`src/hw/gdpc_pkg.sv`:
```
// Constants, field layout and carrier types of the gate driver protection configuration block.
package gdpc_pkg;

    // Bus geometry.
    localparam int ADR_W = 8;
    localparam int DAT_W = 32;
    localparam int SEL_W = 4;

    // Register byte addresses.
    localparam logic [ADR_W-1:0] CONFIG_ONE_ADR = 8'hac;
    localparam logic [ADR_W-1:0] STATUS_ADR = 8'hb0;

    // Reset value and writable mask of the configuration word.
    localparam logic [DAT_W-1:0] CONFIG_ONE_RST = 32'h00228000;
    localparam logic [DAT_W-1:0] CONFIG_CMD_MASK = 32'hff7fffff;

    // Field positions in the configuration word.
    localparam int SLEW_LSB = 26;
    localparam int CLEAR_BIT = 23;
    localparam int OV_LEVEL_SEL_BIT = 19;
    localparam int OV_ENABLE_BIT = 18;
    localparam int WARN_REPORT_BIT = 16;
    localparam int DEG_LSB = 12;
    localparam int RETRY_BIT = 11;
    localparam int LVL_BIT = 10;
    localparam int MODE_LSB = 8;
    localparam int BEMF_BIT = 7;
    localparam int DEMAG_LS_BIT = 5;
    localparam int DEMAG_HS_BIT = 4;
    localparam int SYNC_REC_BIT = 3;
    localparam int ASYNC_REC_BIT = 2;
    localparam int GAIN_LSB = 0;

    // Field positions in the status word.
    localparam int ST_OC_LATCHED = 0;
    localparam int ST_OC_RETRY = 1;
    localparam int ST_OC_REPORT = 2;
    localparam int ST_OVP_ACTIVE = 3;
    localparam int ST_OTW_SEEN = 4;

    // Sensed input bit positions.
    localparam int SENSE_W = 3;
    localparam int SENSE_OC = 0;
    localparam int SENSE_OV = 1;
    localparam int SENSE_OTW = 2;

    // Clock and timing.
    localparam int CLK_PERIOD_NS = 50;
    localparam int CLK_HZ = 20000000;
    localparam int DEG_T0_NS = 200;
    localparam int DEG_T1_NS = 600;
    localparam int DEG_T2_NS = 1200;
    localparam int DEG_T3_NS = 1600;
    localparam int DEG_W = 6;
    localparam logic [DEG_W-1:0] DEG_C0 = DEG_W'((DEG_T0_NS + CLK_PERIOD_NS - 1) / CLK_PERIOD_NS);
    localparam logic [DEG_W-1:0] DEG_C1 = DEG_W'((DEG_T1_NS + CLK_PERIOD_NS - 1) / CLK_PERIOD_NS);
    localparam logic [DEG_W-1:0] DEG_C2 = DEG_W'((DEG_T2_NS + CLK_PERIOD_NS - 1) / CLK_PERIOD_NS);
    localparam logic [DEG_W-1:0] DEG_C3 = DEG_W'((DEG_T3_NS + CLK_PERIOD_NS - 1) / CLK_PERIOD_NS);
    localparam int RETRY_SHORT_MS = 5;
    localparam int RETRY_LONG_MS = 500;
    localparam int RETRY_W = 24;
    localparam int RETRY_SHORT_CYC = RETRY_SHORT_MS * (CLK_HZ / 1000);
    localparam int RETRY_LONG_CYC = RETRY_LONG_MS * (CLK_HZ / 1000);

    // Overcurrent response modes.
    localparam logic [1:0] MODE_LATCH = 2'h0;
    localparam logic [1:0] MODE_RETRY = 2'h1;
    localparam logic [1:0] MODE_REPORT = 2'h2;
    localparam logic [1:0] MODE_IGNORE = 2'h3;

    // Settings that steer the analog power stage.
    typedef struct packed {
        logic [1:0] slew_rate_sel;
        logic supply_overvoltage_threshold_sel;
        logic supply_overvoltage_enable;
        logic overcurrent_trip_level_sel;
        logic back_emf_comparator_level;
        logic demag_threshold_low_side;
        logic demag_threshold_high_side;
        logic sync_rectification_enable;
        logic async_rectification_enable;
        logic [1:0] current_sense_gain_sel;
    } gdpc_analog_cfg_type;

endpackage

```
`src/hw/gdpc_input_sync.sv`:
```
// Two-stage synchroniser for the asynchronous comparator inputs.
`timescale 1ns/1ps
`default_nettype none
module gdpc_input_sync (
    input wire logic clk_i,
    input wire logic rst_i,
    input wire logic [gdpc_pkg::SENSE_W-1:0] async_i,
    output logic [gdpc_pkg::SENSE_W-1:0] sync_o
);
    import gdpc_pkg::*;

    // Each bit passes two flip-flops; only the second one is read.
    for (genvar i = 0; i < SENSE_W; i++) begin : g_bit
        logic meta_r;
        logic stable_r;
        always_ff @(posedge clk_i) begin
            if (rst_i) begin
                meta_r <= 1'b0;
                stable_r <= 1'b0;
            end else begin
                meta_r <= async_i[i];
                stable_r <= meta_r;
            end
        end
        assign sync_o[i] = stable_r;
    end
endmodule
`default_nettype wire

```
`src/hw/gdpc_top.sv`:
```
// Wishbone register bank and protection sequencing of the gate driver configuration.
//
// The address map and the Wishbone slave port were decided locally.
`timescale 1ns/1ps
`default_nettype none
module gdpc_top #(
    parameter int RETRY_SHORT_CYCLES = gdpc_pkg::RETRY_SHORT_CYC,
    parameter int RETRY_LONG_CYCLES = gdpc_pkg::RETRY_LONG_CYC
) (
    input wire logic clk_i,
    input wire logic rst_i,
    input wire logic wb_cyc_i,
    input wire logic wb_stb_i,
    input wire logic wb_we_i,
    input wire logic [gdpc_pkg::ADR_W-1:0] wb_adr_i,
    input wire logic [gdpc_pkg::SEL_W-1:0] wb_sel_i,
    input wire logic [gdpc_pkg::DAT_W-1:0] wb_dat_i,
    output logic [gdpc_pkg::DAT_W-1:0] wb_dat_o,
    output logic wb_ack_o,
    input wire logic overcurrent_raw_i,
    input wire logic overvoltage_raw_i,
    input wire logic overtemp_warning_raw_i,
    output gdpc_pkg::gdpc_analog_cfg_type analog_cfg_o,
    output logic latched_fault_clear_o,
    output logic outputs_disable_o,
    output logic fault_output_pin_n_o
);
    import gdpc_pkg::*;

    // Software owns one configuration word; the protection logic below reads its
    // fields live. A small status word beside it shows the fault flags so that
    // the clear command and the latch, retry and report overcurrent modes can be observed.

    // Retry limits cut to the counter width.
    // The cycle counts default to the real waits; a bench may shorten them.
    localparam logic [RETRY_W-1:0] RETRY_SHORT_LIM = RETRY_W'(RETRY_SHORT_CYCLES);
    localparam logic [RETRY_W-1:0] RETRY_LONG_LIM = RETRY_W'(RETRY_LONG_CYCLES);

    // Configuration word as software sees it.
    logic [DAT_W-1:0] config_r;

    // Bus handshake and decode.
    logic ack_r;
    logic [DAT_W-1:0] rdata_r;
    logic access;
    logic wr_config;
    logic hit_config;
    logic hit_status;

    // Synchronised comparator inputs.
    logic [SENSE_W-1:0] sense_async;
    logic [SENSE_W-1:0] sense_sync;
    logic oc_level;
    logic ov_level;
    logic otw_level;

    // Protection state.
    logic clear_r;
    logic clear_req;
    logic [DEG_W-1:0] deg_cnt_r;
    logic [DEG_W-1:0] deg_limit;
    logic oc_detect;
    logic oc_latched_r;
    logic oc_retry_r;
    logic oc_report_r;
    logic [RETRY_W-1:0] retry_cnt_r;
    logic [RETRY_W-1:0] retry_limit;
    logic ovp_active_r;
    logic otw_seen_r;
    logic otw_report;
    logic disable_r;
    logic fault_n_r;
    logic [1:0] oc_mode;
    logic [DAT_W-1:0] status_word;
    gdpc_analog_cfg_type analog_r;
    gdpc_analog_cfg_type analog_nxt;
    logic [DAT_W-1:0] rdata_nxt;
    logic retry_done;

    // Mode decode and the causes that act on the pins.
    logic oc_act_latch;
    logic oc_act_retry;
    logic oc_act_report;
    logic oc_stop;
    logic fault_any;

    // Bring the comparator levels into the clock domain.
    // Nothing here reads them before the second flip-flop.
    assign sense_async[SENSE_OC] = overcurrent_raw_i;
    assign sense_async[SENSE_OV] = overvoltage_raw_i;
    assign sense_async[SENSE_OTW] = overtemp_warning_raw_i;

    gdpc_input_sync u_sync (
        .clk_i(clk_i),
        .rst_i(rst_i),
        .async_i(sense_async),
        .sync_o(sense_sync)
    );

    assign oc_level = sense_sync[SENSE_OC];
    assign ov_level = sense_sync[SENSE_OV];
    assign otw_level = sense_sync[SENSE_OTW];

    // A request is served once, in the cycle before ack rises.
    // A strobe held through the ack cycle is not taken twice; a later cycle is.
    assign access = wb_cyc_i && wb_stb_i && !ack_r;
    assign hit_config = (wb_adr_i == CONFIG_ONE_ADR);
    assign hit_status = (wb_adr_i == STATUS_ADR);
    assign wr_config = access && wb_we_i && hit_config;

    // Ack follows every request by one cycle and drops the cycle after.
    always_ff @(posedge clk_i) begin
        if (rst_i) begin
            ack_r <= 1'b0;
        end else begin
            ack_r <= access;
        end
    end

    // Byte lanes update the stored word; the clear command bit is never kept.
    // Masking it out of storage means a read never shows a pending clear.
    for (genvar b = 0; b < SEL_W; b++) begin : g_lane
        always_ff @(posedge clk_i) begin
            if (rst_i) begin
                config_r[8*b +: 8] <= CONFIG_ONE_RST[8*b +: 8];
            end else if (wr_config && wb_sel_i[b]) begin
                config_r[8*b +: 8] <= wb_dat_i[8*b +: 8] & CONFIG_CMD_MASK[8*b +: 8];
            end
        end
    end

    // A written one in the clear bit becomes a one-cycle command.
    assign clear_req = wr_config && wb_sel_i[CLEAR_BIT/8] && wb_dat_i[CLEAR_BIT];

    always_ff @(posedge clk_i) begin
        if (rst_i) begin
            clear_r <= 1'b0;
        end else begin
            clear_r <= clear_req;
        end
    end

    // Status word built from live protection state.
    always_comb begin
        status_word = '0;
        status_word[ST_OC_LATCHED] = oc_latched_r;
        status_word[ST_OC_RETRY] = oc_retry_r;
        status_word[ST_OC_REPORT] = oc_report_r;
        status_word[ST_OVP_ACTIVE] = ovp_active_r;
        status_word[ST_OTW_SEEN] = otw_seen_r;
    end

    // Read mux; unmapped addresses read zero.
    // Writes to the status address and to unmapped ones change nothing.
    always_comb begin
        rdata_nxt = '0;
        if (hit_config) begin
            rdata_nxt = config_r;
        end else if (hit_status) begin
            rdata_nxt = status_word;
        end
    end

    // Read data is registered with the ack and holds until the next access.
    always_ff @(posedge clk_i) begin
        if (rst_i) begin
            rdata_r <= '0;
        end else if (access) begin
            rdata_r <= rdata_nxt;
        end
    end

    // Analog settings follow the stored fields with no further trigger.
    // The reserved and command bits steer nothing.
    always_comb begin
        analog_nxt.slew_rate_sel = config_r[SLEW_LSB +: 2];
        analog_nxt.supply_overvoltage_threshold_sel = config_r[OV_LEVEL_SEL_BIT];
        analog_nxt.supply_overvoltage_enable = config_r[OV_ENABLE_BIT];
        analog_nxt.overcurrent_trip_level_sel = config_r[LVL_BIT];
        analog_nxt.back_emf_comparator_level = config_r[BEMF_BIT];
        analog_nxt.demag_threshold_low_side = config_r[DEMAG_LS_BIT];
        analog_nxt.demag_threshold_high_side = config_r[DEMAG_HS_BIT];
        analog_nxt.sync_rectification_enable = config_r[SYNC_REC_BIT];
        analog_nxt.async_rectification_enable = config_r[ASYNC_REC_BIT];
        analog_nxt.current_sense_gain_sel = config_r[GAIN_LSB +: 2];
    end

    // Registered copy, so the power stage never sees a decode glitch.
    always_ff @(posedge clk_i) begin
        if (rst_i) begin
            analog_r <= '0;
        end else begin
            analog_r <= analog_nxt;
        end
    end

    // Filter length chosen by the deglitch field.
    always_comb begin
        unique case (config_r[DEG_LSB +: 2])
            2'h0: deg_limit = DEG_C0;
            2'h1: deg_limit = DEG_C1;
            2'h2: deg_limit = DEG_C2;
            2'h3: deg_limit = DEG_C3;
        endcase
    end

    // Overcurrent must stay high for the filter length to count once.
    // The count saturates at the limit, so one long overcurrent detects once.
    always_ff @(posedge clk_i) begin
        if (rst_i) begin
            deg_cnt_r <= '0;
        end else if (!oc_level) begin
            deg_cnt_r <= '0;
        end else if (deg_cnt_r < deg_limit) begin
            deg_cnt_r <= deg_cnt_r + 1'b1;
        end
    end

    // One pulse in the cycle the filter fills up.
    assign oc_detect = oc_level && (deg_cnt_r == deg_limit - 1'b1);
    assign oc_mode = config_r[MODE_LSB +: 2];

    // Each mode enables one response; the ignore mode enables none.
    // A mode change leaves flags already set as they are.
    always_comb begin
        oc_act_latch = 1'b0;
        oc_act_retry = 1'b0;
        oc_act_report = 1'b0;
        unique case (oc_mode)
            MODE_LATCH: oc_act_latch = 1'b1;
            MODE_RETRY: oc_act_retry = 1'b1;
            MODE_REPORT: oc_act_report = 1'b1;
            MODE_IGNORE: oc_act_latch = 1'b0;
        endcase
    end

    // Latched fault: set wins over a clear in the same cycle.
    // A detection is never lost to a clear command that falls beside it.
    always_ff @(posedge clk_i) begin
        if (rst_i) begin
            oc_latched_r <= 1'b0;
        end else if (oc_detect && oc_act_latch) begin
            oc_latched_r <= 1'b1;
        end else if (clear_r) begin
            oc_latched_r <= 1'b0;
        end
    end

    // Report-only flag is a latched indication without protective action.
    always_ff @(posedge clk_i) begin
        if (rst_i) begin
            oc_report_r <= 1'b0;
        end else if (oc_detect && oc_act_report) begin
            oc_report_r <= 1'b1;
        end else if (clear_r) begin
            oc_report_r <= 1'b0;
        end
    end

    // Retry wait chosen by the retry field.
    assign retry_limit = config_r[RETRY_BIT] ? RETRY_LONG_LIM : RETRY_SHORT_LIM;

    // The wait is over in the last cycle of the selected retry time.
    // Reading the limit live lets a new selection take effect at once.
    assign retry_done = oc_retry_r && (retry_cnt_r >= retry_limit - 1'b1);

    // Retrying fault releases itself once the wait has run out.
    always_ff @(posedge clk_i) begin
        if (rst_i) begin
            oc_retry_r <= 1'b0;
        end else if (oc_detect && oc_act_retry) begin
            oc_retry_r <= 1'b1;
        end else if (retry_done) begin
            oc_retry_r <= 1'b0;
        end
    end

    // Retry wait counter runs only while the fault holds the stage off.
    always_ff @(posedge clk_i) begin
        if (rst_i) begin
            retry_cnt_r <= '0;
        end else if (!oc_retry_r || retry_done || (oc_detect && oc_act_retry)) begin
            retry_cnt_r <= '0;
        end else begin
            retry_cnt_r <= retry_cnt_r + 1'b1;
        end
    end

    // Mode 3 leaves every flag untouched, so no path above reacts to it.
    // Supply overvoltage is live while enabled and present.
    // It is not latched: it follows the comparator while enabled.
    always_ff @(posedge clk_i) begin
        if (rst_i) begin
            ovp_active_r <= 1'b0;
        end else begin
            ovp_active_r <= config_r[OV_ENABLE_BIT] && ov_level;
        end
    end

    // Over-temperature warning seen at least once, cleared by the command.
    // The set wins over a clear that falls in the same cycle.
    always_ff @(posedge clk_i) begin
        if (rst_i) begin
            otw_seen_r <= 1'b0;
        end else if (otw_level) begin
            otw_seen_r <= 1'b1;
        end else if (clear_r) begin
            otw_seen_r <= 1'b0;
        end
    end

    // Warning reaches the fault pin only when reporting is enabled.
    assign otw_report = otw_level && config_r[WARN_REPORT_BIT];

    // Causes that stop the power stage and causes that pull the fault pin.
    // Report-only faults and warnings pull the pin but never stop the stage.
    always_comb begin
        oc_stop = oc_latched_r || oc_retry_r;
        fault_any = oc_stop || oc_report_r || ovp_active_r || otw_report;
    end

    // Power stage is shut off by latched, retrying and overvoltage faults.
    always_ff @(posedge clk_i) begin
        if (rst_i) begin
            disable_r <= 1'b0;
        end else begin
            disable_r <= oc_stop || ovp_active_r;
        end
    end

    // Fault pin goes low on any reported condition.
    always_ff @(posedge clk_i) begin
        if (rst_i) begin
            fault_n_r <= 1'b1;
        end else begin
            fault_n_r <= !fault_any;
        end
    end

    // Every output leaves a flip-flop.
    assign wb_ack_o = ack_r;
    assign wb_dat_o = rdata_r;
    assign analog_cfg_o = analog_r;
    assign latched_fault_clear_o = clear_r;
    assign outputs_disable_o = disable_r;
    assign fault_output_pin_n_o = fault_n_r;
endmodule
`default_nettype wire

```
`config.mk`:
```
export PLATFORM = sky130hd
export DESIGN_NAME = gdpc_top
export DESIGN_NICKNAME = d
export VERILOG_FILES = /design/src/hw/gdpc_pkg.sv /design/src/hw/gdpc_input_sync.sv /design/src/hw/gdpc_top.sv
export SDC_FILE = /design/constraint.sdc
export NUM_CORES = 1
export LEC_CHECK = 0
export BUFFER_PORTS_ARGS = -buffer_cell sky130_fd_sc_hd__clkbuf_2
export CORE_MARGIN = 2
export CORE_UTILIZATION = 40
export DETAILED_ROUTE_END_ITERATION = 8
export PLACE_DENSITY = 0.61
export SYNTH_ARGS = -nofsm -noshare
export SYNTH_HDL_FRONTEND = slang
export SYNTH_SLANG_ARGS = --single-unit
```
`constraint.sdc`:
```
create_clock -name clk_i -period 7.35 [get_ports clk_i]
set_clock_uncertainty 0.1 [all_clocks]
set_input_delay 0.735 -clock clk_i [delete_from_list [all_inputs] [get_ports clk_i]]
set_output_delay 0.735 -clock clk_i [all_outputs]
set_load 0.02 [all_outputs]
```
==> results.yml, run 1 <==
logic_synthesis:
  ys_warn_count: 0
  ys_ff_latch: 119
  yosysUniqueCellTypes: 49
  syn_inst: 520
  postSynthAreaPerCell_um2: 9.576
  synthesis.area_um2: 4980
  synthesis.nets: 590
  synth_edf_count: 0
  seq_area_frac_synth_pct: 47.84
  async_flop_share_pct: 0
  synth_flop_cell: "dfxtp_1"
global_route:
  antenna_found_initial: 0
  grt_pass1_vias: 3843
  grt_overflow: 0
  grt_max_degree: 91
  grtUsageTotal_pct: 16.69
  grt_pass1_wl_um: 17750
setup_path:
  crit_path_start_kind: "flip-flop"
  criticalPathCategory: "flip-flop to flip-flop"
  regToRegSetupSlack_ns: 4.35
  crit_arrival_ns: 3.18
  end_kind: "flip-flop"
  required_ns: 7.53
  path_max_fanout: 15
route:
  vias_per_cell: 4.981
  drc_errors: 0
  dr.pass1.iters: 4
  num_vias: 3945
  drt-initial-drc-count: 272
  totalWireLength_um: 10640
  ant_nets: 0
  wire_per_inst_um: 13.43
power:
  vdd_ir_drop_max_uv: 161.8
  total_power_mw: 1.513
  powerDensity_nw_per_um2: 246.4
  leakagePower_nw: 2.391
sta:
  period_needed_ns: 3.002
  slew_viol_final: 0
  max_freq_mhz: 333.1
  grt_setup_unrepaired: "false"
  relSlewSlack_pct: 28.13
  hold_ws_ns: 0.3269
  worstMarginPinSlew_ns: 1.070
  fin_crit_sh_pct: 40.85
  tns_ns: 0
  hold_violations: 0
  finalSetupViolCount: 0
clocking:
  htree_levels: 4
  clock_latency_ns: 0.41
  cts-root-buf: "clkbuf_16"
  clk_pin_slew_ns: 0.06
  cts_tree: "done"
  ctsResizeCount: 0
  hold_buffers: 0
  clockBufferDepth: 2
  numCtsBuffers: 17
  cts.sink_count: 119
  post_cts_buffers: 0
layout:
  layout.cells.non_filler: 792
  drive_above_1_share_pct: 25.80
  syn_to_final_growth_pct: 23.32
  diodes: 0
  fin_nets: 681
  nFillCells: 1133
die:
  start_util_pct: 41.29
  dieHeight_um: 115.6
  rows: 40
  die_area_um2: 13360
  die_w_um: 115.6
  core_region_area_um2: 12060
  ioPinCount: 100
placed_design:
  dp.cells: 760
  gp_congestion: 0.7324
  dp_hpwl_um: 7313
  portBuffers: 98
job:
  cap_violations: 0
outcome:
  outcome: "complete, no violations"
worst_hold_path:
  worstHoldPathType: "flip-flop to flip-flop"
## final timing paths
check                                 endpoint  cells past startpoint                      from
worst max register to register  retry_cnt_r[4]                      7              config_r[11]
worst max-delay path            retry_cnt_r[4]                      7              config_r[11]
worst min-delay path              ovp_active_r                      1  u_sync.g_bit[1].stable_r
worst min register to register    ovp_active_r                      1  u_sync.g_bit[1].stable_r
## layout by cell type, fill, tap and decap left out, drive strengths merged, types with 3 or more instances in the layout
| master | instances |
|---|---|
| xnor2 | 7 |
| clkbuf | 114 |
| or3 | 3 |
| mux2i | 28 |
| nor3b | 3 |
| nand2 | 39 |
| buf | 6 |
| nor3 | 34 |
| inv | 19 |
| ha | 18 |
| dfxtp | 119 |
| and4 | 5 |
| nor2 | 46 |
| o21ai | 6 |
| a221oi | 5 |
| o31ai | 5 |
| or4 | 6 |
| a211o | 3 |
| nor2b | 20 |
| xor2 | 18 |
| nand3 | 40 |
| clkinv | 7 |
| and3 | 3 |
| nand4 | 10 |
| a21oi | 39 |
## cells in the mapped netlist, types with 3 or more instances
| cell | count | area share [%] |
|---|---|---|
| o21ai_0 | 5 | 0.50 |
| nor3_2 | 18 | 3.6 |
| and4_1 | 5 | 0.88 |
| a221oi_1 | 5 | 0.88 |
| a211o_1 | 3 | 0.53 |
| a21oi_1 | 39 | 3.9 |
| and3_1 | 3 | 0.38 |
| xnor2_1 | 7 | 1.2 |
| inv_1 | 13 | 0.98 |
| clkbuf_1 | 19 | 1.4 |
| or4_1 | 6 | 0.90 |
| nor2b_1 | 20 | 2.5 |
| buf_4 | 6 | 0.90 |
| nor2_1 | 46 | 3.5 |
| or3_1 | 3 | 0.38 |
| ha_1 | 18 | 4.5 |
| xor2_1 | 18 | 3.2 |
| nor3_1 | 14 | 1.4 |
| mux2i_1 | 28 | 5.6 |
| o31ai_1 | 5 | 0.75 |
| nand3_1 | 40 | 4.0 |
| dfxtp_1 | 119 | 48 |
| nand4_1 | 9 | 1.1 |
| nand2_1 | 39 | 2.9 |
## area by class of cell
class	count	area [um2]	area share (%)
Clock inverter	15	168.9	2.751
Tap cell	168	210.2	3.423
Clock buffer	17	425.4	6.927
Timing Repair Buffer	103	528.0	8.598
Inverter	13	48.80	0.7946
Sequential cell	119	2382	38.79
Multi-Input combinational cell	357	2377	38.71
## critical path, cell delays in order (launching register included)
cell and delay (ns):
dfxtp_1 0.45, inv_1 0.20, ha_1 0.34, nor4bb_1 0.44
nand3_1 0.25, nor3_4 0.62, buf_4 0.38, nor3_1 0.08
## per-layer routing
layer	wire length [um]	vias up	GRT usage, %	part of all wire [%]
met4	149	0	6.265	1.4
met2	4983	99	27.37	47
li1	-	1999	-	-
met1	4945	1836	20.76	46
met5	0	-	0	0
met3	557	11	4.969	5.2
## power by group
part	switching, mW	total, mW	internal (mW)
logic	0.0260	0.0421	0.0161
clock network	0.313	0.820	0.507
registers	0.00206	0.651	0.649
total	0.341	1.51	1.17
## flip-flops by register name (all words and copies together), names as in the netlist
name,flops
otw_seen_r,1
u_sync.g_bit.stable_r,3
analog_cfg_o,12
wb_dat_o,31
latched_fault_clear_o,1
u_sync.g_bit.meta_r,3
ovp_active_r,1
retry_cnt_r,24
oc_retry_r,1
wb_ack_o,1
outputs_disable_o,1
deg_cnt_r,6
oc_latched_r,1
analog_nxt,12
oc_report_r,1
config_r,19
fault_output_pin_n_o,1
## cell families (layout without fill, tap and decap cells)
group	Yosys count	count (layout)	share of synthesized area [%]
mux	28	28	5.628
fa+ha+maj	18	18	4.523
buf+inv	44	148	4.598
flops	119	119	47.84
simple gates	222	222	25.48
xor+xnor	25	25	4.397
other cells	1	1	0.07530
compound gates	63	63	7.462
## stage by stage
step           util (%)  worst slack (ns)  area, um2
2_1_floorplan         -             5.007       4980
4_1_cts           50.91             4.339       6141
3_5_place_dp      45.99             4.387       5547
6_report          50.91             4.348       6141
3_3_place_gp      45.99             4.522       5547
5_1_grt           50.91             4.190       6141
Note: power is estimated with default switching activity, not from simulation.
==> inputs of run 2 (changes only) <==
Clock period 7.35 ns to 3 ns, I/O delays scaled along.
==> run 2 against run 1 <==
Against the previous run:
- final cell count grew 0.63%
- via count is 0.10% higher
- sequential power increased by 150%
- routed wire length grew 0.58%
- first-iteration DRC count is 9.9% lower
- non-clock buffer count grew 5
- die area unchanged
- combinational power grew to 2.5 times the previous value
- sequential cell count did not move
- register-to-register slack worse by 3.8 ns
- final area rose by 1.4%
==> results.yml, run 2 (same netlist as run 1, synthesis figures left out) <==
outcome:
  outcome: "complete, no violations"
clocking:
  clk_pin_slew_ns: 0.06
  clock_latency_ns: 0.41
  numCtsBuffers: 17
  cts_tree: "done"
  cts.sink_count: 119
  htree_levels: 4
  cts-root-buf: "clkbuf_16"
  clockBufferDepth: 2
route:
  wire_per_inst_um: 13.42
  dr.pass1.iters: 4
  drc_errors: 0
  ant_nets: 0
  num_vias: 3949
  vias_per_cell: 4.955
  drt-initial-drc-count: 245
  totalWireLength_um: 10700
power:
  internal_power_mw: 3.049
  pwr-share-seq_pct: 41.4
  p_sw_share_pct: 20.81
  vdd_ir_drop_max_uv: 315.7
  pwr-share-clk_pct: 55.8
  p_switching_uw: 801.3
  powerDensity_nw_per_um2: 618.5
  leakagePower_nw: 2.424
  combPwrFrac_pct: 2.7
layout:
  diodes: 0
  nFillCells: 1102
  layout_common_cells: "dfxtp_1, clkbuf_2, nor2_1, nand3_1"
  drive_above_1_share_pct: 26.07
  fin_nets: 686
  final_common_cell: "dfxtp_1"
  fin_util_pct: 51.61
  syn_to_final_growth_pct: 25.00
  largest_register_ffs: 31
sta:
  tns_ns: 0
  slew_viol_final: 0
  finalSetupViolCount: 0
  grt_setup_unrepaired: "false"
  max_freq_mhz: 404.5
  worstMarginPinSlew_ns: 0.7499
  relSlewSlack_pct: 49.55
  period_needed_ns: 2.472
  fin_crit_sh_pct: 82.41
  hold_violations: 0
setup_path:
  max_stage_delay_ns: 0.53
  critPathSlowestCell: "or4_1"
  required_ns: 3.24
  path_cells: "inv_1 > ha_1 > ha_1 > nor2b_1 > o21a_1 > o21a_1 > or4_1 > a21oi_1"
  criticalPathCategory: "flip-flop to flip-flop"
  end_kind: "flip-flop"
  regToRegSetupSlack_ns: 0.53
  crit_path_start_kind: "flip-flop"
  path_max_fanout: 12
  crit_arrival_ns: 2.71
global_route:
  antenna_found_initial: 0
  grt_pass1_vias: 3748
  grtUsageTotal_pct: 16.73
  grt_pass1_wl_um: 17510
  grt_overflow: 0
  grt_max_degree: 59
die:
  start_util_pct: 41.29
  core_region_area_um2: 12060
  die_area_um2: 13360
  ioPinCount: 100
  dieHeight_um: 115.6
  die_w_um: 115.6
  rows: 40
placed_design:
  gp_congestion: 0.7856
  portBuffers: 98
  dp_hpwl_um: 7525
job:
  cap_violations: 0
worst_hold_path:
  worstHoldPathType: "primary input to flip-flop"
## run 2: cell count changes in the layout (fill, tap and decap cells not counted)
cell	before	now
clkinv_4	5	2
inv_8	1	0
buf_4	5	8
clkbuf_8	0	1
bufinv_16	2	4
dlygate4sd3_1	0	2
clkinvlp_4	0	3
inv_6	5	3
## run 2: final timing paths
| path | startpoint | endpoint | cells after the start |
|---|---|---|---|
| setup / recovery | config_r[12] | deg_cnt_r[5] | 8 |
| hold / removal | overtemp_warning_raw_i | u_sync.g_bit[2].meta_r | 2 |
| setup reg to reg | config_r[12] | deg_cnt_r[5] | 8 |
| hold reg to reg | u_sync.g_bit[1].stable_r | ovp_active_r | 1 |
## run 2: layout make-up
type | count | area, um2 | area share, %
sequential | 119 | 2382 | 38.27
multi-input combinational | 357 | 2377 | 38.19
timing repair buffer | 108 | 570.5 | 9.166
clock buffer | 18 | 439.2 | 7.055
tap | 168 | 210.2 | 3.377
clock inverter | 14 | 196.4 | 3.156
inverter | 13 | 48.80 | 0.7839
## run 2: stage by stage
stage | setup slack [ns] | area (um2) | total power [mW] | cells | hold WS, ns
after floorplan | 0.6570 | 4980 | 1.682 | 520 | 0.3057
after global routing | 0.3598 | 6225 | 3.987 | 797 | 0.005528
after detailed placement | 0.5480 | 5569 | 1.734 | 763 | 0.3193
after global placement | 0.5928 | 5569 | 1.734 | 763 | 0.3133
final | 0.5278 | 6225 | 3.850 | 797 | 0.01294
after CTS | 0.5309 | 6225 | 3.901 | 797 | 0.006572
## run 2: repair_timing
item,CTS,global route
endpoints found under the hold margin,2,0
hold buffers,2,0
setup buffers,0,0
gates resized for setup,0,0
## run 2: power groups by stage
stage,combinational (mW),sequential (mW),clock [mW]
final,0.106,1.60,2.15
after global routing,0.117,1.60,2.27
after global placement,0.104,1.63,0
after CTS,0.107,1.60,2.20
after detailed placement,0.104,1.63,0
after floorplan,0.0478,1.63,0
## run 2: metal layers
metal	part of all wire [%]	up-vias	track usage, %
met4	1.4	0	6.185
met3	5.5	16	5.858
met2	46	94	27.45
met1	47	1831	20.31
met5	0	-	0
li1	-	2008	-
## run 2: worst max-delay path: cells and delay by family (launching register included)
kind                       cells  cell delay (ns)
AOI/OAI and AO/OA              3             0.60
buffers and inverters          1             0.07
DFF                            1             0.42
adders and majority gates      2             0.55
and+or+nand+nor                2             0.66
